===== config.mk =====
export PLATFORM = sky130hd
export DESIGN_NAME = pr_line_coder
export DESIGN_NICKNAME = d
export VERILOG_FILES = /design/src/verilog/pr_pkg.sv /design/src/verilog/pr_fifo.sv /design/src/verilog/pr_line_coder.sv
export SDC_FILE = /design/constraint.sdc
export NUM_CORES = 1
export LEC_CHECK = 0
export ABC_CLOCK_PERIOD_IN_PS = 4600
export BUFFER_PORTS_ARGS = -buffer_cell sky130_fd_sc_hd__buf_2
export CAP_MARGIN = 20
export CORE_MARGIN = 2
export CORE_UTILIZATION = 40
export CTS_CLUSTER_DIAMETER = 30
export DETAILED_ROUTE_END_ITERATION = 16
export PLACE_DENSITY_LB_ADDON = 0.25
export SYNTH_ARGS = -nofsm -noshare
export SYNTH_HDL_FRONTEND = slang
export SYNTH_SLANG_ARGS = --single-unit
export TNS_END_PERCENT = 1

===== constraint.sdc =====
create_clock -name i_clk -period 4.6 [get_ports i_clk]
set_input_delay 0.92 -clock i_clk [delete_from_list [all_inputs] [get_ports i_clk]]
set_output_delay 0.92 -clock i_clk [all_outputs]
set_load 0.005 [all_outputs]

===== src/verilog/pr_pkg.sv =====
`default_nettype none
package pr_pkg;

  // clock and line rates; the bit enables are derived from these
  localparam int unsigned CLK_HZ       = 25_000_000;
  localparam int unsigned LINE_RATE_HZ = 1_544_000;
  localparam int unsigned RATE_PPM     = 32;        // allowed line rate deviation
  localparam int unsigned NCO_W        = 32;
  // phase step per clock so that the accumulator wraps at the line bit rate
  localparam logic [NCO_W-1:0] NCO_INC =
    NCO_W'((64'(LINE_RATE_HZ) << NCO_W) / 64'(CLK_HZ));

  // receive timing watchdog: four bit periods without a recovered edge
  localparam int unsigned BIT_CYC     = CLK_HZ / LINE_RATE_HZ;
  localparam int unsigned LOSS_BITS   = 4;
  localparam int unsigned LOSS_W      = 8;
  localparam logic [LOSS_W-1:0] RX_LOSS_CYC = LOSS_W'(BIT_CYC * LOSS_BITS);

  // eight-zero substitution layout, index 0 is sent first
  localparam int unsigned SUB_LEN  = 8;
  localparam int unsigned SUB_W    = 3;
  localparam logic [SUB_W-1:0] SUB_V1   = 3'h3;    // same polarity as last pulse
  localparam logic [SUB_W-1:0] SUB_B1   = 3'h4;    // opposite polarity
  localparam logic [SUB_W-1:0] SUB_B2   = 3'h6;    // opposite polarity
  localparam logic [SUB_W-1:0] SUB_V2   = 3'h7;    // same polarity, ends the pattern
  localparam logic [SUB_W-1:0] SUB_IDLE = 3'h0;

  // transmit data buffer
  localparam int unsigned FIFO_W     = 1;
  localparam int unsigned FIFO_DEPTH = 4;

  // one line symbol: a positive mark, a negative mark, or neither
  typedef struct packed {
    logic pos;
    logic neg;
  } pr_sym_t;

  localparam pr_sym_t SYM_ZERO = '{pos: 1'b0, neg: 1'b0};

  // transmit timing source
  typedef enum logic [1:0] {
    PR_TM_LOOP,
    PR_TM_LOCAL,
    PR_TM_REF
  } pr_timing_t;

endpackage : pr_pkg
`default_nettype wire


===== src/verilog/pr_fifo.sv =====
`timescale 1ns/10ps
`default_nettype none
module pr_fifo #(
  parameter int unsigned WIDTH = 1,
  parameter int unsigned DEPTH = 4
) (
  input  wire logic             i_clk,
  input  wire logic             i_nrst,
  input  wire logic             i_wr_valid,
  input  wire logic [WIDTH-1:0] i_wr_data,
  output logic                  o_wr_ready,
  output logic                  o_rd_valid,
  output logic      [WIDTH-1:0] o_rd_data,
  input  wire logic             i_rd_ready
);
  localparam int unsigned AW = $clog2(DEPTH);

  logic [WIDTH-1:0] mem_r [DEPTH];
  logic [WIDTH-1:0] mem_nxt [DEPTH];
  logic [AW:0]      wr_ptr_r, wr_ptr_nxt;
  logic [AW:0]      rd_ptr_r, rd_ptr_nxt;
  logic             full, empty, do_wr, do_rd;

  // extra pointer bit tells full from empty
  assign empty      = (wr_ptr_r == rd_ptr_r);
  assign full       = (wr_ptr_r[AW-1:0] == rd_ptr_r[AW-1:0]) && (wr_ptr_r[AW] != rd_ptr_r[AW]);
  assign o_wr_ready = !full;
  assign o_rd_valid = !empty;
  assign do_wr      = i_wr_valid && !full;
  assign do_rd      = i_rd_ready && !empty;
  assign o_rd_data  = mem_r[rd_ptr_r[AW-1:0]];   // storage is flip-flops

  // next pointers and storage
  always_comb begin
    mem_nxt    = mem_r;
    wr_ptr_nxt = wr_ptr_r;
    rd_ptr_nxt = rd_ptr_r;
    if (do_wr) begin
      mem_nxt[wr_ptr_r[AW-1:0]] = i_wr_data;
      wr_ptr_nxt                = wr_ptr_r + 1'b1;
    end
    if (do_rd) begin
      rd_ptr_nxt = rd_ptr_r + 1'b1;
    end
  end

  always_ff @(posedge i_clk or negedge i_nrst) begin
    if (!i_nrst) begin
      wr_ptr_r <= '0;
      rd_ptr_r <= '0;
      for (int i = 0; i < DEPTH; i++) begin
        mem_r[i] <= '0;
      end
    end else begin
      wr_ptr_r <= wr_ptr_nxt;
      rd_ptr_r <= rd_ptr_nxt;
      mem_r    <= mem_nxt;
    end
  end

endmodule : pr_fifo
`default_nettype wire


===== src/verilog/pr_line_coder.sv =====
`timescale 1ns/10ps
`default_nettype none
module pr_line_coder (
  input  wire logic               i_clk,
  input  wire logic               i_nrst,
  input  wire pr_pkg::pr_timing_t i_timing_mode,
  input  wire logic               i_ref_tick,
  input  wire logic               i_tx_valid,
  input  wire logic               i_tx_data,
  output logic                    o_tx_ready,
  output pr_pkg::pr_sym_t         o_tx_line,
  output logic                    o_tx_tick,
  input  wire pr_pkg::pr_sym_t    i_rx_line,
  input  wire logic               i_rx_bclk,
  output logic                    o_rx_valid,
  output logic                    o_rx_data,
  output logic                    o_rx_sub,
  output logic                    o_rx_tick,
  output logic                    o_rx_lost
);
  import pr_pkg::*;

  // a mark of the given polarity
  function automatic pr_sym_t mark_sym(input logic pos);
    mark_sym = pos ? '{pos: 1'b1, neg: 1'b0} : '{pos: 1'b0, neg: 1'b1};
  endfunction : mark_sym

  // symbol of the substitution at position idx, referenced to the last pulse
  function automatic pr_sym_t sub_sym(input logic [SUB_W-1:0] idx, input logic last_pos);
    case (idx)
      SUB_V1, SUB_V2: sub_sym = mark_sym(last_pos);
      SUB_B1, SUB_B2: sub_sym = mark_sym(!last_pos);
      default:        sub_sym = SYM_ZERO;
    endcase
  endfunction : sub_sym

  // ---------------------------------------------------------------------------
  // receive pin synchronisers: two flops, then a third stage for the edge
  // ---------------------------------------------------------------------------
  logic    bclk_m_r, bclk_s_r, bclk_d_r;
  pr_sym_t rx_m_r, rx_s_r;
  logic    rx_edge;

  always_ff @(posedge i_clk or negedge i_nrst) begin
    if (!i_nrst) begin
      bclk_m_r <= 1'b0;
      bclk_s_r <= 1'b0;
      bclk_d_r <= 1'b0;
      rx_m_r   <= SYM_ZERO;
      rx_s_r   <= SYM_ZERO;
    end else begin
      bclk_m_r <= i_rx_bclk;
      bclk_s_r <= bclk_m_r;
      bclk_d_r <= bclk_s_r;
      rx_m_r   <= i_rx_line;
      rx_s_r   <= rx_m_r;
    end
  end

  // data and clock share the same delay, so the symbol is taken at the rising edge;
  // no rate is assumed, which is what lets any rate within tolerance through
  assign rx_edge = bclk_s_r && !bclk_d_r;

  // ---------------------------------------------------------------------------
  // transmit timing: recovered edges, a reference tick, or a local NCO
  // ---------------------------------------------------------------------------
  logic [NCO_W-1:0]  nco_r, nco_nxt;
  logic              nco_tick;
  logic [LOSS_W-1:0] loss_cnt_r, loss_cnt_nxt;
  logic              lost_r, lost_nxt;
  logic              tx_tick;

  // the NCO is set to the nominal rate; its accuracy is that of i_clk
  assign nco_tick = (nco_nxt < nco_r);

  always_comb begin
    nco_nxt      = nco_r + NCO_INC;
    loss_cnt_nxt = loss_cnt_r;
    lost_nxt     = lost_r;
    if (rx_edge) begin
      loss_cnt_nxt = '0;
      lost_nxt     = 1'b0;
    end else if (loss_cnt_r == RX_LOSS_CYC) begin
      lost_nxt = 1'b1;
    end else begin
      loss_cnt_nxt = loss_cnt_r + 1'b1;
    end
  end

  // loop timing follows each recovered bit while lost_r is clear; the edge that clears lost_r still takes nco_tick;
  // while receive timing is gone the NCO keeps the line alive
  always_comb begin
    case (i_timing_mode)
      PR_TM_LOOP:  tx_tick = lost_r ? nco_tick : rx_edge;
      PR_TM_REF:   tx_tick = i_ref_tick;
      PR_TM_LOCAL: tx_tick = nco_tick;
      default:     tx_tick = nco_tick;
    endcase
  end

  always_ff @(posedge i_clk or negedge i_nrst) begin
    if (!i_nrst) begin
      nco_r      <= '0;
      loss_cnt_r <= '0;
      lost_r     <= 1'b1;
    end else begin
      nco_r      <= nco_nxt;
      loss_cnt_r <= loss_cnt_nxt;
      lost_r     <= lost_nxt;
    end
  end

  // ---------------------------------------------------------------------------
  // transmit data buffer; the encoder drains one bit per line tick
  // ---------------------------------------------------------------------------
  logic buf_valid;
  logic buf_data;
  logic in_bit;

  pr_fifo #(
    .WIDTH (FIFO_W),
    .DEPTH (FIFO_DEPTH)
  ) u_tx_fifo (
    .i_clk      (i_clk),
    .i_nrst     (i_nrst),
    .i_wr_valid (i_tx_valid),
    .i_wr_data  (i_tx_data),
    .o_wr_ready (o_tx_ready),
    .o_rd_valid (buf_valid),
    .o_rd_data  (buf_data),
    .i_rd_ready (tx_tick)
  );

  // underrun sends zeros; long runs of them are covered by substitution
  assign in_bit = buf_valid && buf_data;

  // ---------------------------------------------------------------------------
  // encoder: eight-bit look-ahead window, oldest bit in bit 7
  // ---------------------------------------------------------------------------
  logic [SUB_LEN-1:0] win_r, win_nxt;
  logic [SUB_W-1:0]   sub_idx_r, sub_idx_nxt;
  logic               sub_pol_r, sub_pol_nxt;
  logic               last_pos_r, last_pos_nxt;
  pr_sym_t            tx_sym_r, tx_sym_nxt;
  logic               tx_tick_r;
  pr_sym_t            sym;

  always_comb begin
    win_nxt      = win_r;
    sub_idx_nxt  = sub_idx_r;
    sub_pol_nxt  = sub_pol_r;
    last_pos_nxt = last_pos_r;
    tx_sym_nxt   = tx_sym_r;
    sym          = SYM_ZERO;
    if (tx_tick) begin
      if (sub_idx_r != SUB_IDLE) begin
        // pattern in progress; the polarity reference is frozen at its start
        sym         = sub_sym(sub_idx_r, sub_pol_r);
        sub_idx_nxt = sub_idx_r + 1'b1;               // wraps to idle after the last
      end else if (win_r == '0) begin
        // eight zeros are about to go out: replace them
        sym         = sub_sym(SUB_IDLE, last_pos_r);
        sub_pol_nxt = last_pos_r;
        sub_idx_nxt = SUB_IDLE + 1'b1;
      end else if (win_r[SUB_LEN-1]) begin
        sym = mark_sym(!last_pos_r);
      end
      // any pulse sent, substituted or not, is the new reference
      if (sym.pos || sym.neg) begin
        last_pos_nxt = sym.pos;
      end
      win_nxt    = {win_r[SUB_LEN-2:0], in_bit};
      tx_sym_nxt = sym;
    end
  end

  always_ff @(posedge i_clk or negedge i_nrst) begin
    if (!i_nrst) begin
      win_r      <= '1;             // the eight reset bits go out as marks, not as a substitution
      sub_idx_r  <= SUB_IDLE;
      sub_pol_r  <= 1'b0;
      last_pos_r <= 1'b0;           // first mark goes out positive
      tx_sym_r   <= SYM_ZERO;
      tx_tick_r  <= 1'b0;
    end else begin
      win_r      <= win_nxt;
      sub_idx_r  <= sub_idx_nxt;
      sub_pol_r  <= sub_pol_nxt;
      last_pos_r <= last_pos_nxt;
      tx_sym_r   <= tx_sym_nxt;
      tx_tick_r  <= tx_tick;
    end
  end

  assign o_tx_line = tx_sym_r;
  assign o_tx_tick = tx_tick_r;

  // ---------------------------------------------------------------------------
  // decoder: eight symbols of history, newest in slot 0, bits delayed to match
  // ---------------------------------------------------------------------------
  pr_sym_t            hist_r [SUB_LEN];
  pr_sym_t            hist_nxt [SUB_LEN];
  logic [SUB_LEN-1:0] bits_r, bits_nxt;
  logic               prev_pos_r, prev_pos_nxt;
  logic               rx_data_r, rx_data_nxt;
  logic               rx_valid_r, rx_sub_r, rx_tick_r;
  logic               hit;
  logic               v_pos;
  pr_sym_t            smp;

  // a symbol with both marks is read as positive
  assign smp = rx_s_r.pos ? mark_sym(1'b1) : (rx_s_r.neg ? mark_sym(1'b0) : SYM_ZERO);

  always_comb begin
    hist_nxt     = hist_r;
    bits_nxt     = bits_r;
    prev_pos_nxt = prev_pos_r;
    rx_data_nxt  = rx_data_r;
    hit          = 1'b0;
    v_pos        = 1'b0;
    if (rx_edge) begin
      // the symbol leaving the window becomes the polarity reference
      if (hist_r[SUB_LEN-1].pos || hist_r[SUB_LEN-1].neg) begin
        prev_pos_nxt = hist_r[SUB_LEN-1].pos;
      end
      rx_data_nxt = bits_r[SUB_LEN-1];
      for (int i = SUB_LEN - 1; i > 0; i--) begin
        hist_nxt[i] = hist_r[i-1];
      end
      hist_nxt[0] = smp;
      bits_nxt    = {bits_r[SUB_LEN-2:0], smp.pos || smp.neg};
      // both violations must repeat the preceding polarity, oldest slot first
      v_pos = prev_pos_nxt;
      hit   = (hist_nxt[7] == SYM_ZERO) && (hist_nxt[6] == SYM_ZERO) &&
              (hist_nxt[5] == SYM_ZERO) && (hist_nxt[4] == mark_sym(v_pos)) &&
              (hist_nxt[3] == mark_sym(!v_pos)) && (hist_nxt[2] == SYM_ZERO) &&
              (hist_nxt[1] == mark_sym(!v_pos)) && (hist_nxt[0] == mark_sym(v_pos));
      if (hit) begin
        bits_nxt = '0;
      end
    end
  end

  always_ff @(posedge i_clk or negedge i_nrst) begin
    if (!i_nrst) begin
      for (int i = 0; i < SUB_LEN; i++) begin
        hist_r[i] <= SYM_ZERO;
      end
      bits_r     <= '0;
      prev_pos_r <= 1'b0;
      rx_data_r  <= 1'b0;
      rx_valid_r <= 1'b0;
      rx_sub_r   <= 1'b0;
      rx_tick_r  <= 1'b0;
    end else begin
      hist_r     <= hist_nxt;
      bits_r     <= bits_nxt;
      prev_pos_r <= prev_pos_nxt;
      rx_data_r  <= rx_data_nxt;
      rx_valid_r <= rx_edge;
      rx_sub_r   <= hit;
      rx_tick_r  <= rx_edge;
    end
  end

  // the recovered tick is offered to other interfaces as a common source
  assign o_rx_valid = rx_valid_r;
  assign o_rx_data  = rx_data_r;
  assign o_rx_sub   = rx_sub_r;
  assign o_rx_tick  = rx_tick_r;
  assign o_rx_lost  = lost_r;

endmodule : pr_line_coder
`default_nettype wire


# Yosys cells after proc, flatten, opt, wreduce, memory -nomap -nowiden
# Cells that the tools add are included.
dict set report op_classes {
  n_lt_le_gt_ge 4
  mux 30
  n_reduce_logical 33
  eq_ne 14
  mul 0
  n_shift 0
  n_div 0
  n_addsub 5
  bitwise_logic 3
}
# op n
set ops {}
lappend ops {{adder 32 x 28 -> 32 bit (second input constant)} 1}
lappend ops {{less-than comparator 32 bit} 1}
lappend ops {{2-to-1 mux 8 bit} 3}
lappend ops {{2-to-1 mux 2 bit} 10}
lappend ops {{logical AND 1 bit} 13}
lappend ops {{equality test 2 bit} 5}
lappend ops {{logical NOT 2 bit} 5}
lappend ops {{2-to-1 mux 1 bit} 10}
lappend ops {{adder 3 x 1 -> 3 bit (second input constant)} 3}
lappend ops {{equality test 3 bit (second input constant)} 3}
lappend ops {{adder 8 x 1 -> 8 bit (second input constant)} 1}
lappend ops {{equality test 8 x 7 -> 1 bit (second input constant)} 1}
lappend ops {{logical NOT 8 bit} 1}
lappend ops {{>= comparator 3 bit (second input constant)} 2}
lappend ops {{2-to-1 mux 3 bit} 2}
lappend ops {{inverter 2 -> 3 bit} 2}
lappend ops {{bitwise mux 4 bit} 1}
lappend ops {{case mux 2 bit (2 select lines)} 1}
lappend ops {{AND reduction 2 bit} 2}
lappend ops {{nonzero test 2 bit} 2}
lappend ops {{OR reduction 2 bit} 2}
lappend ops {{equality test 3 x 2 -> 1 bit (second input constant)} 1}
lappend ops {{equality test 3 bit} 1}
lappend ops {{logical NOT 1 bit} 3}
lappend ops {{other kinds (11)} 13}
dict set report word_totals {
  latchBits 0
  ram_bits 0
  n_memories 0
  ff_bits 102
  mem_bits_ro 0
}

# Depth between registers and ports, before layout
# Gate-level depths: netlist of run 1.
dict set report depth {
  depth_word 11
  depth_mapped 19
  mapped_depth_nobuf 17
}

# Hierarchy
# From an unflattened synthesis of run 1, not the netlist that was laid out.
dict set report unflattened {
  hier_cells 485
  area_unflattened_um2 5036.1
}
# module seq_area_each_um2 area_per_inst_um2 cells_each instances
set modules_own_cells {}
lappend modules_own_cells {pr_line_coder 2263.4 4441.8 436 1}
lappend modules_own_cells {pr_fifo 250.2 594.3 49 1}

# Worst setup path after synthesis of run 1
# Ideal clock, no wire load.
dict set report synth_path {
  path_type {flip-flop to flip-flop}
  startpoint {register nco_r[2]}
  endpoint {register win_r[5]}
  path_slack_ns 0.429
  required_time_ns 4.518
  arrival_ns 4.089
  setup_time_ns 0.082
  stages_incl_launch_ff 20
  path_cell_list {dfrtp_1 -> inv_1 -> ha_1 -> inv_1 -> o21ai_0 -> a211oi_1 -> a21o_1 -> and3_1 -> nor4_1 -> nand3_1 -> and3_1 -> ha_1 -> xnor2_1 -> or3_1 -> a2111oi_4 -> o21ai_2 -> and2_4 -> buf_6 -> buf_8 -> mux2_4}
}
dict set report synth_via {
  elab_chain_len 4
}
# element line_no
set synth_rtl {}
lappend synth_rtl {{from (decl)} pr_line_coder.sv:67} ;# logic [NCO_W-1:0] nco_r, nco_nxt;
lappend synth_rtl {{from (signal assigned)} pr_line_coder.sv:107} ;# nco_r <= nco_nxt;
lappend synth_rtl {{adder 32 x 28 -> 32 bit *} pr_line_coder.sv:77} ;# nco_nxt = nco_r + NCO_INC;
lappend synth_rtl {{named net nco_nxt[2]} pr_line_coder.sv:67}
lappend synth_rtl {{less-than comparator 32 bit *} pr_line_coder.sv:74} ;# assign nco_tick = (nco_nxt < nco_r);
lappend synth_rtl {{2-to-1 mux 1 bit} pr_line_coder.sv:94} ;# PR_TM_LOOP: tx_tick = lost_r ? nco_tick : rx_edge;
lappend synth_rtl {{case mux 1 bit (2 select lines) *} pr_line_coder.sv:93} ;# case (i_timing_mode)
lappend synth_rtl {{named net tx_tick} pr_line_coder.sv:71} ;# logic tx_tick;
lappend synth_rtl {{to (signal assigned)} pr_line_coder.sv:186} ;# win_r <= win_nxt;
lappend synth_rtl {{to (decl)} pr_line_coder.sv:140} ;# logic [SUB_LEN-1:0] win_r, win_nxt;
# Mark *: on every way through the listed nets, which the timed path passes. The rest lies on a longest branch.
# A chain may end at the register's enable or synchronous reset.

# Worst setup path in the final report of run 1
dict set report layout_path {
  startpoint {register nco_r[2]}
  endpoint {register tx_sym_r, in the netlist o_tx_line[1]}
}
dict set report layout_via {
  elab_chain_len 4
}
# element line_no
set layout_rtl {}
lappend layout_rtl {{adder 32 x 28 -> 32 bit *} pr_line_coder.sv:77}
lappend layout_rtl {{named net nco_nxt[2]} pr_line_coder.sv:67}
lappend layout_rtl {{less-than comparator 32 bit *} pr_line_coder.sv:74}
lappend layout_rtl {{2-to-1 mux 1 bit} pr_line_coder.sv:94}
lappend layout_rtl {{case mux 1 bit (2 select lines) *} pr_line_coder.sv:93}
lappend layout_rtl {{to (signal assigned)} pr_line_coder.sv:190} ;# tx_sym_r <= tx_sym_nxt;
lappend layout_rtl {{to (decl)} pr_line_coder.sv:144} ;# pr_sym_t tx_sym_r, tx_sym_nxt;
# Marks and branches as above.

==> impl_metrics.env, run 1 <==
export IMPL_num_rows=40
export IMPL_synth_cell_types=62
export IMPL_drtPass1Iterations=4
export IMPL_holdBufCountCts=0
export IMPL_pre_cts_slack_ns=0.307
export IMPL_diodes=0
export IMPL_hold_violations=0
export IMPL_syn_area_um2=4980
export IMPL_tightest_slew_ns=0.932
export IMPL_cts_root_buf="clkbuf_16"
export IMPL_yosys_warnings=0
export IMPL_powerDensity_nw_per_um2=453
export IMPL_drv_cap=0
export IMPL_viasPerCell=4.98
export IMPL_p_clk_share_pct=31.6
export IMPL_p_int_mw=1.79
export IMPL_syn_num_nets=516
export IMPL_drtIter0Drc=173
export IMPL_totalWireLength_um=8580
export IMPL_final_common_cell="dfrtp_1"
export IMPL_nets=535
export IMPL_status="finished clean"
export IMPL_worstSetupEndpointType="flop"
export IMPL_netlist_area_leader_share_pct=45.7
export IMPL_ir_drop_uv=174
export IMPL_layout_common_cells="91 x dfrtp_1, 84 x nand2_1, 49 x inv_1, 26 x ha_1, 23 x nor2_1"
export IMPL_power_share_switching_pct=29.0
export IMPL_cts_sinks=100
export IMPL_synthArstFlopShare_pct=100
export IMPL_vias=3344
export IMPL_worst_slack_ns=0.400
export IMPL_cp_arrival_ns=4.44
export IMPL_grt_pass1_vias=3469
export IMPL_cts_clk_slew_worst_paths_ns=0.07
export IMPL_finalSetupViolations=0
export IMPL_rsz0062_at_grt="false"
export IMPL_switching_power_mw=0.732
export IMPL_grt_overflow_total=0
export IMPL_fmaxAchievable_ghz=0.238
export IMPL_drv_slew=0
export IMPL_grt_pass1_wl_um=15700
export IMPL_synth_seq_cells=100
export IMPL_syn_avg_cell_area_um2=10.4
export IMPL_groute_usage_overall_pct=14.7
export IMPL_dpl_instance_area_um2=5240
export IMPL_cellLeakagePower_nw=2.54
export IMPL_synth_top_area_cell="dfrtp_1"
export IMPL_dpl_cell_count=656
export IMPL_design_area_um2=5560
export IMPL_tns_ns=0
export IMPL_die_y_um=116
export IMPL_gp_congestion=0.814
export IMPL_instances_no_fill=672
export IMPL_synth_edf_count=0
export IMPL_die_w_um=116
export IMPL_maxSlewHeadroom_pct=37.8
export IMPL_r2r_slack_ns=0.40
export IMPL_drc=0
export IMPL_cp_start_kind="flop"
export IMPL_ant_nets=0
export IMPL_cp_max_fo=16
export IMPL_ctsHtreeMaxLevel=3
export IMPL_synthFlopType="dfrtp_1"
export IMPL_fin_util_pct=45.9
export IMPL_wl_per_cell_um=12.8
export IMPL_required_ns=4.84
export IMPL_hold_path_class="reg -> reg"
export IMPL_start_util_pct=41.2
export IMPL_pwr_share_comb_pct=20.0
export IMPL_layout_drive_gt1_share_pct=15.9
export IMPL_cts_path_max_buffers=2
export IMPL_io_pins=19
export IMPL_antenna_found_initial=0
export IMPL_die_area_um2=13400
export IMPL_synth_area_leaders="dfrtp_1 46%, ha_1 6.5%, nand2_1 6.3%"
export IMPL_port_buffers=18
export IMPL_fin_worst_skew_ns=0.00805
export IMPL_postCtsSetupBuffers=0
export IMPL_critPathKind="reg -> reg"
export IMPL_syn_to_final_growth_pct=11.6
export IMPL_timing_final_crit_share_pct=91.3
export IMPL_synth_cells=480
export IMPL_grt_max_degree=76
export IMPL_hpwl_um=5960
export IMPL_coreArea_um2=12100
export IMPL_numCtsBuffers=9
export IMPL_worst_skew_pair_late_latency_ns=0.35
export IMPL_p_seq_share_pct=48.4
export IMPL_cts_tree="built"
export IMPL_period_needed_ns=4.20
export IMPL_yosysSeqAreaShare_pct=50.4
## worst max-delay path: stages, from the launching register on
cell,delay [ns]
dfrtp_1,0.42
inv_1,0.09
ha_1,0.17
inv_1,0.04
o21ai_0,0.21
a211oi_1,0.16
a21o_1,0.22
and3_1,0.22
nor4_2,0.21
nand3_1,0.15
and3_1,0.21
ha_1,0.30
xnor2_1,0.18
or3_1,0.43
a2111oi_4,0.33
o21ai_2,0.19
and2_4,0.28
mux2_2,0.28
## power groups by stage
stage	clock [mW]	combinational [mW]	sequential, mW
after floorplan	0	0.409	1.20
after global placement	0	0.493	1.23
after detailed placement	0	0.511	1.24
after CTS	0.822	0.511	1.22
after global routing	0.858	0.586	1.25
final	0.798	0.504	1.22
## path summary, 6_finish.rpt
| kind | from | end | depth (start not counted) |
|---|---|---|---|
| setup / recovery | nco_r[2] | o_tx_line[1] | 17 |
| hold / removal | bclk_m_r | bclk_s_r | 0 |
| setup reg to reg | nco_r[2] | o_tx_line[1] | 17 |
| hold reg to reg | bclk_m_r | bclk_s_r | 0 |
| max in group asynchronous | i_nrst | nco_r[13] | 2 |
| min in group asynchronous | i_nrst | hist_r[0] | 1 |
## layer usage
metal | wire length [um] | part of all wire [%] | GRT usage, %
met2 | 4040 | 47 | 24.4
met5 | 0 | 0 | 0
met1 | 4100 | 48 | 18.2
met4 | 161 | 1.9 | 5.08
met3 | 273 | 3.2 | 4.71
## cell type report
type	count	area, um^2
multi-input cells	318	2220
clock buffers	11	253
repair buffers	21	115
well taps	168	210
fillers	1135	6550
clock inverters	5	66.3
inverters	49	184
flip-flops and latches	100	2510
## through the flow
stage / hold WS, ns / power, mW
global route: 0.357 / 2.70
detailed placement: 0.336 / 1.75
floorplan: 0.331 / 1.61
CTS: 0.351 / 2.55
global placement: 0.332 / 1.72
finish: 0.347 / 2.52
## flip-flops by register name (all words and copies together), names as in the netlist, 2 cells and up
name	cells
loss_cnt_r	8
sub_idx_r	3
nco_r	30
u_tx_fifo.rd_ptr_r	3
hist_r	16
win_r	8
bits_r	8
rx_m_r	2
rx_s_r	2
o_tx_line	2
u_tx_fifo.mem_r	4
u_tx_fifo.wr_ptr_r	3
## cells by family after synthesis
family                     count (synthesis)  share of synthesized area [%]
and+or+nand+nor                          175                           17.2
DFF                                      100                           50.4
AOI/OAI and AO/OA                         65                           10.2
buffers and inverters                     62                           5.15
xor gates and xnor gates                  29                           5.10
adders and majority gates                 26                           6.53
muxes                                     23                           5.42
## what timing repair did
item | CTS | global route
setup endpoints to repair | 0 | 14
resized for setup | 0 | 1
endpoints found under the hold margin | 0 | 0
## Yosys cell counts, types with 5 or more instances
cell and n:
a21oi_1 17, a22o_1 6, a31oi_1 6, and3_1 6, clkbuf_1 7, dfrtp_1 91, dfstp_2 9, ha_1 26
inv_1 49, mux2_2 14, mux2i_1 6, nand2_1 84, nand3_1 13, nor2_1 23, nor2b_1 5, nor3_1 12
nor4_1 7, o21ai_0 11, xnor2_1 19, xor2_1 10
No activity file was read; power rests on OpenSTA's default activity.
==> run 2, diff against run 1 <==
--- a/config.mk
+++ b/config.mk
@@ -5,9 +5,8 @@
 export SDC_FILE = /design/constraint.sdc
 export NUM_CORES = 1
 export LEC_CHECK = 0
-export ABC_CLOCK_PERIOD_IN_PS = 4600
+export ABC_CLOCK_PERIOD_IN_PS = 3900
 export BUFFER_PORTS_ARGS = -buffer_cell sky130_fd_sc_hd__buf_2
-export CAP_MARGIN = 20
 export CORE_MARGIN = 2
 export CORE_UTILIZATION = 40
 export CTS_CLUSTER_DIAMETER = 30
==> constraint.sdc (replaced) <==
create_clock -name i_clk -period 3.9 [get_ports i_clk]
set_input_delay 0.78 -clock i_clk [delete_from_list [all_inputs] [get_ports i_clk]]
set_output_delay 0.78 -clock i_clk [all_outputs]
set_load 0.005 [all_outputs]
==> run 2 against run 1 <==
  * Final cell count grew 1.5%
  * Worst hold slack got worse by 0.0014 ns
  * Clock skew is essentially flat
  * Non-clock buffer count is 9 higher
  * Die area did not move
  * Utilization is 0.77 points higher
  * First-iteration DRC count decreased by 13%
  * Clock-buffer cell count unchanged
  * Combinational power rose by 19%
  * Flip-flop and latch count is the same
  * Critical path depth up 1
  * Total power rose by 15%
==> impl_metrics.env, run 2 (synthesized netlist as in run 1, its figures left out) <==
export IMPL_holdBufCountCts=0
export IMPL_critPathMaxStageDelay_ns=0.38
export IMPL_cts_path_max_buffers=2
export IMPL_tightest_slew_ns=0.848
export IMPL_status="finished clean"
export IMPL_drtIter0Drc=151
export IMPL_cts_root_buf="clkbuf_16"
export IMPL_port_buffers=18
export IMPL_ctsHtreeMaxLevel=3
export IMPL_hpwl_um=6150
export IMPL_crit_path_top_delay_cell="dfrtp_1"
export IMPL_timing_final_crit_share_pct=94.2
export IMPL_diodes=0
export IMPL_grt_busiest_layer="met2"
export IMPL_fin_worst_skew_ns=0.00825
export IMPL_nets=545
export IMPL_instances_no_fill=682
export IMPL_vias=3429
export IMPL_top_regs="nco_r: 30 flops, hist_r: 16 flops"
export IMPL_coreArea_um2=12100
export IMPL_gr_usage_met1_pct=17.4
export IMPL_wl_per_cell_um=13.1
export IMPL_period_needed_ns=3.67
export IMPL_drc=0
export IMPL_cellLeakagePower_nw=2.59
export IMPL_dpl_cell_count=662
export IMPL_hold_path_class="reg -> reg"
export IMPL_global_route_usage_met3_pct=2.77
export IMPL_cp_max_fo=7
export IMPL_layout_common_cells="91 x dfrtp_1, 84 x nand2_1, 49 x inv_1, 25 x ha_1, 23 x nor2_1"
export IMPL_ant_nets=0
export IMPL_grt_pass1_vias=3477
export IMPL_die_y_um=116
export IMPL_antenna_found_initial=0
export IMPL_critPathKind="reg -> reg"
export IMPL_fmaxAchievable_ghz=0.272
export IMPL_hold_violations=0
export IMPL_startpoint="nco_r[2]"
export IMPL_die_area_um2=13400
export IMPL_worst_skew_pair_late_latency_ns=0.34
export IMPL_final_common_cell="dfrtp_1"
export IMPL_numCtsBuffers=9
export IMPL_largest_reg_flops=30
export IMPL_hold_slack_ns=0.346
export IMPL_maxSlewHeadroom_pct=43.5
export IMPL_groute_usage_overall_pct=14.4
export IMPL_grt_overflow_total=0
export IMPL_grt_max_degree=71
export IMPL_cts_sinks=100
export IMPL_ir_drop_uv=206
export IMPL_grt_use_met2_pct=24.4
export IMPL_gp_congestion=0.778
export IMPL_grt_pass1_wl_um=15400
export IMPL_required_ns=4.13
export IMPL_totalWireLength_um=8940
export IMPL_powerDensity_nw_per_um2=512
export IMPL_cts_tree="built"
export IMPL_die_w_um=116
export IMPL_cp_start_kind="flop"
export IMPL_worstHoldStart="bclk_m_r"
export IMPL_cts_clk_slew_worst_paths_ns=0.07
export IMPL_viasPerCell=5.03
export IMPL_cp_arrival_ns=3.90
export IMPL_dpl_instance_area_um2=5300
export IMPL_start_util_pct=41.2
export IMPL_path_cells="inv_1 > ha_1 > inv_1 > o21ai_2 > a211oi_2 > a21o_1 > and3_2 > nor4_4 > nand3_1 > buf_4 > ha_1 > nand2_1 > mux2_2 > nor4_1 > o21bai_2 > buf_4 > nand3_2 > mux2_2"
export IMPL_drtPass1Iterations=4
export IMPL_drv_cap=0
export IMPL_io_pins=19
export IMPL_layout_drive_gt1_share_pct=18.9
export IMPL_num_rows=40
export IMPL_finalSetupViolations=0
export IMPL_top_register="nco_r"
export IMPL_design_area_um2=5660
export IMPL_syn_to_final_growth_pct=13.5
export IMPL_r2r_start="nco_r[2]"
export IMPL_drv_slew=0
export IMPL_worstSetupEndpointType="flop"
==> run 2: final timing paths <==
| path | to | slack, ns | depth (start not counted) |
|---|---|---|---|
| setup / recovery | u_tx_fifo.rd_ptr_r[1] | 0.23 | 18 |
| hold / removal | bclk_s_r | 0.35 | 0 |
| setup reg to reg | u_tx_fifo.rd_ptr_r[1] | 0.23 | 18 |
| hold reg to reg | bclk_s_r | 0.35 | 0 |
| max in group asynchronous | o_rx_lost | 2.53 | 2 |
| min in group asynchronous | o_rx_data | 0.55 | 1 |
==> run 2: timing repair <==
item / CTS / global route
resized for setup: 0 / 7
setup buffers: 0 / 3
endpoints found under the setup margin: 0 / 17
==> run 2: stage by stage <==
step	TNS [ns]	util (%)	worst slack, ns	power, mW
after detailed placement	0	43.7	0.0695	2.07
after CTS	0	46.1	0.0454	2.93
final	0	46.7	0.225	2.90
after global routing	-0.0164	46.7	-0.0164	3.10
after global placement	0	43.7	0.178	2.04
after floorplan	0	-	0.0630	1.89
==> run 2: worst max-delay path: cells and delay by family (launching register included) <==
| kind | cells | cell delay [ns] |
|---|---|---|
| and+or+nand+nor | 6 | 1.01 |
| buffers and inverters | 4 | 0.47 |
| AOI/OAI and AO/OA | 4 | 0.61 |
| adders and majority gates | 2 | 0.48 |
| muxes | 2 | 0.61 |
| DFF | 1 | 0.38 |
==> run 2: routing by layer <==
layer | up-vias | share of wire, %
li1 | 1687 | -
met1 | 1683 | 47
met2 | 42 | 47
met3 | 17 | 3.1
met4 | 0 | 2.8
met5 | - | 0
==> run 2: power by group <==
part / switching (mW) / total (mW) / internal (mW) / leakage, nW
Clock: 0.385 / 0.853 / 0.469 / 0.142
Combinational: 0.292 / 0.602 / 0.310 / 1.24
Sequential: 0.173 / 1.44 / 1.27 / 1.21
Total: 0.850 / 2.90 / 2.04 / 2.59
==> run 2: area by class of cell <==
| class | count | area (um^2) |
|---|---|---|
| Fill cell | 1169 | 6450 |
| Sequential cell | 100 | 2510 |
| Multi-Input combinational cell | 319 | 2280 |
| Clock buffer | 11 | 253 |
| Tap cell | 168 | 210 |
| Inverter | 49 | 184 |
| Timing Repair Buffer | 30 | 183 |
| Clock inverter | 5 | 35.0 |
==> run 3, diff against run 2 <==
--- a/config.mk
+++ b/config.mk
@@ -8,7 +8,7 @@
 export ABC_CLOCK_PERIOD_IN_PS = 3900
 export BUFFER_PORTS_ARGS = -buffer_cell sky130_fd_sc_hd__buf_2
 export CORE_MARGIN = 2
-export CORE_UTILIZATION = 40
+export CORE_UTILIZATION = 54
 export CTS_CLUSTER_DIAMETER = 30
 export DETAILED_ROUTE_END_ITERATION = 16
 export PLACE_DENSITY_LB_ADDON = 0.25
==> run 3 against run 2 <==
  * Sequential power about the same
  * Highest routed layer unchanged
  * Combinational power grew 1%
  * Setup slack better by 0.044 ns
  * Global-route usage is 4.3 points higher
==> impl_metrics.env, run 3 (synthesized netlist as in run 1, its figures left out) <==
export IMPL_crit_top_cell="inv_1"
export IMPL_grt_max_degree=65
export IMPL_largest_reg_flops=30
export IMPL_cp_max_fo=8
export IMPL_coreArea_um2=9110
export IMPL_cp_arrival_ns=3.88
export IMPL_wl_per_cell_um=14.2
export IMPL_hold_violations=0
export IMPL_port_buffers=18
export IMPL_fin_worst_skew_ns=0.0156
export IMPL_cts_root_buf="clkbuf_8"
export IMPL_grt_use_met2_pct=32.7
export IMPL_global_route_usage_met3_pct=4.18
export IMPL_timing_final_crit_share_pct=93.1
export IMPL_critPathKind="reg -> reg"
export IMPL_cp_start_kind="flop"
export IMPL_design_area_um2=5480
export IMPL_grt_pass1_wl_um=15400
export IMPL_start_util_pct=54.7
export IMPL_finalSetupViolations=0
export IMPL_antenna_found_initial=0
export IMPL_syn_to_final_growth_pct=10.0
export IMPL_ctsHtreeMaxLevel=3
export IMPL_fmaxAchievable_ghz=0.275
export IMPL_grt_overflow_total=0
export IMPL_grt_pass1_vias=3438
export IMPL_groute_usage_overall_pct=18.8
export IMPL_worst_slack_ns=0.269
export IMPL_grt_busiest_layer="met2"
export IMPL_status="finished clean"
export IMPL_drtIter0Drc=154
export IMPL_p_total_mw=2.69
export IMPL_powerDensity_nw_per_um2=490
export IMPL_rsz0062_at_grt="false"
export IMPL_vias=3410
export IMPL_top_regs="nco_r: 30 flops, hist_r: 16 flops"
export IMPL_cts_sinks=100
export IMPL_die_w_um=100
export IMPL_startpoint="nco_r[3]"
export IMPL_dpl_instance_area_um2=5230
export IMPL_r2r_start="nco_r[3]"
export IMPL_diodes=0
export IMPL_gp_congestion=0.849
export IMPL_final_common_cell="dfrtp_1"
export IMPL_io_pins=19
export IMPL_cts_clk_slew_worst_paths_ns=0.10
export IMPL_num_rows=35
export IMPL_drv_cap=0
export IMPL_worstSetupEndpoint="o_tx_line[1]"
export IMPL_reg2regPathDepth=16
export IMPL_viasPerCell=5.46
export IMPL_critPathMaxStageDelay_ns=0.56
export IMPL_cts_tree="built"
export IMPL_path_cells="inv_1 > ha_1 > inv_1 > o21ai_2 > a211oi_2 > a21o_1 > and3_2 > inv_1 > ha_1 > inv_1 > o311ai_0 > or4_4 > a31oi_2 > o21ai_2 > and2_4 > mux2_2"
export IMPL_drv_slew=0
export IMPL_required_ns=4.15
export IMPL_fill_cells=765
export IMPL_period_needed_ns=3.63
export IMPL_crit_path_top_delay_cell="or4_4"
export IMPL_drc=0
export IMPL_drtPass1Iterations=4
export IMPL_cellLeakagePower_nw=2.54
export IMPL_maxSlewHeadroom_pct=47.8
export IMPL_numCtsBuffers=9
export IMPL_pre_cts_slack_ns=0.0609
export IMPL_holdBufCountCts=0
export IMPL_worst_skew_pair_late_latency_ns=0.36
export IMPL_hold_path_class="reg -> reg"
export IMPL_top_register="nco_r"
export IMPL_ir_drop_uv=197
export IMPL_layout_common_cells="91 x dfrtp_1, 84 x nand2_1, 49 x inv_1, 25 x ha_1, 23 x nor2_1"
export IMPL_fin_util_pct=60.2
export IMPL_totalWireLength_um=8860
export IMPL_ant_nets=0
export IMPL_tightest_slew_ns=0.784
export IMPL_layout_drive_gt1_share_pct=18.9
export IMPL_die_area_um2=10000
export IMPL_r2r_slack_ns=0.27
export IMPL_hpwl_um=6190
export IMPL_rr_endpoint="o_tx_line[1]"
export IMPL_worstSetupEndpointType="flop"
export IMPL_gr_usage_met1_pct=23.9
export IMPL_cts_path_max_buffers=2
export IMPL_nets=544
export IMPL_tns_ns=0
export IMPL_die_y_um=100
run 3: timing repair:
item                       CTS  global route
setup buffers                0             2
gates resized for setup      0             8
setup endpoints to repair    0            19
run 3: how the worst min path moves through the flow:
stage | startpoint | to | slack [ns] | cells past startpoint
finish | bclk_m_r | bclk_s_r | 0.36 | 0
global route | bclk_m_r | bclk_s_r | 0.36 | 0
CTS | bclk_m_r | bclk_s_r | 0.36 | 0
detailed placement | rx_m_r[1] | rx_s_r[1] | 0.34 | 0
global placement | rx_m_r[1] | rx_s_r[1] | 0.33 | 0
floorplan | bclk_m_r | bclk_s_r | 0.33 | 0
run 3: power breakdown:
group | switching [mW] | total [mW] | internal, mW
registers | 0.180 | 1.44 | 1.26
clock network | 0.388 | 0.635 | 0.247
logic | 0.296 | 0.608 | 0.312
total | 0.864 | 2.69 | 1.82
run 3: layout make-up:
cell class	count	area [um^2]	share of cell area [%]
Sequential cell	100	2510	45.8
Tap cell	111	139	2.53
Clock inverter	7	65.1	1.19
Inverter	49	184	3.35
Timing Repair Buffer	29	175	3.19
Multi-Input combinational cell	319	2280	41.6
Clock buffer	9	124	2.26
run 3: metrics by stage:
| step | hold slack, ns | instances |
|---|---|---|
| global placement | 0.335 | 605 |
| finish | 0.356 | 624 |
| floorplan | 0.331 | 480 |
| global route | 0.362 | 624 |
| CTS | 0.358 | 621 |
| detailed placement | 0.336 | 605 |
run 3: critical path: cells and delay by family, from the launching register on:
kind / cells / cell delay, ns
AO/OA/AOI/OAI: 6 / 1.08
AND/OR/NAND/NOR: 3 / 1.02
adder cells (fa/ha/maj): 2 / 0.47
flip-flops: 1 / 0.43
multiplexers: 1 / 0.27
buffers and inverters: 4 / 0.26
run 3: metal layers:
metal,wire length (um),vias to the layer above
met5,0,-
met4,97,0
met3,223,9
met2,4550,43
met1,3980,1680
li1,-,1678
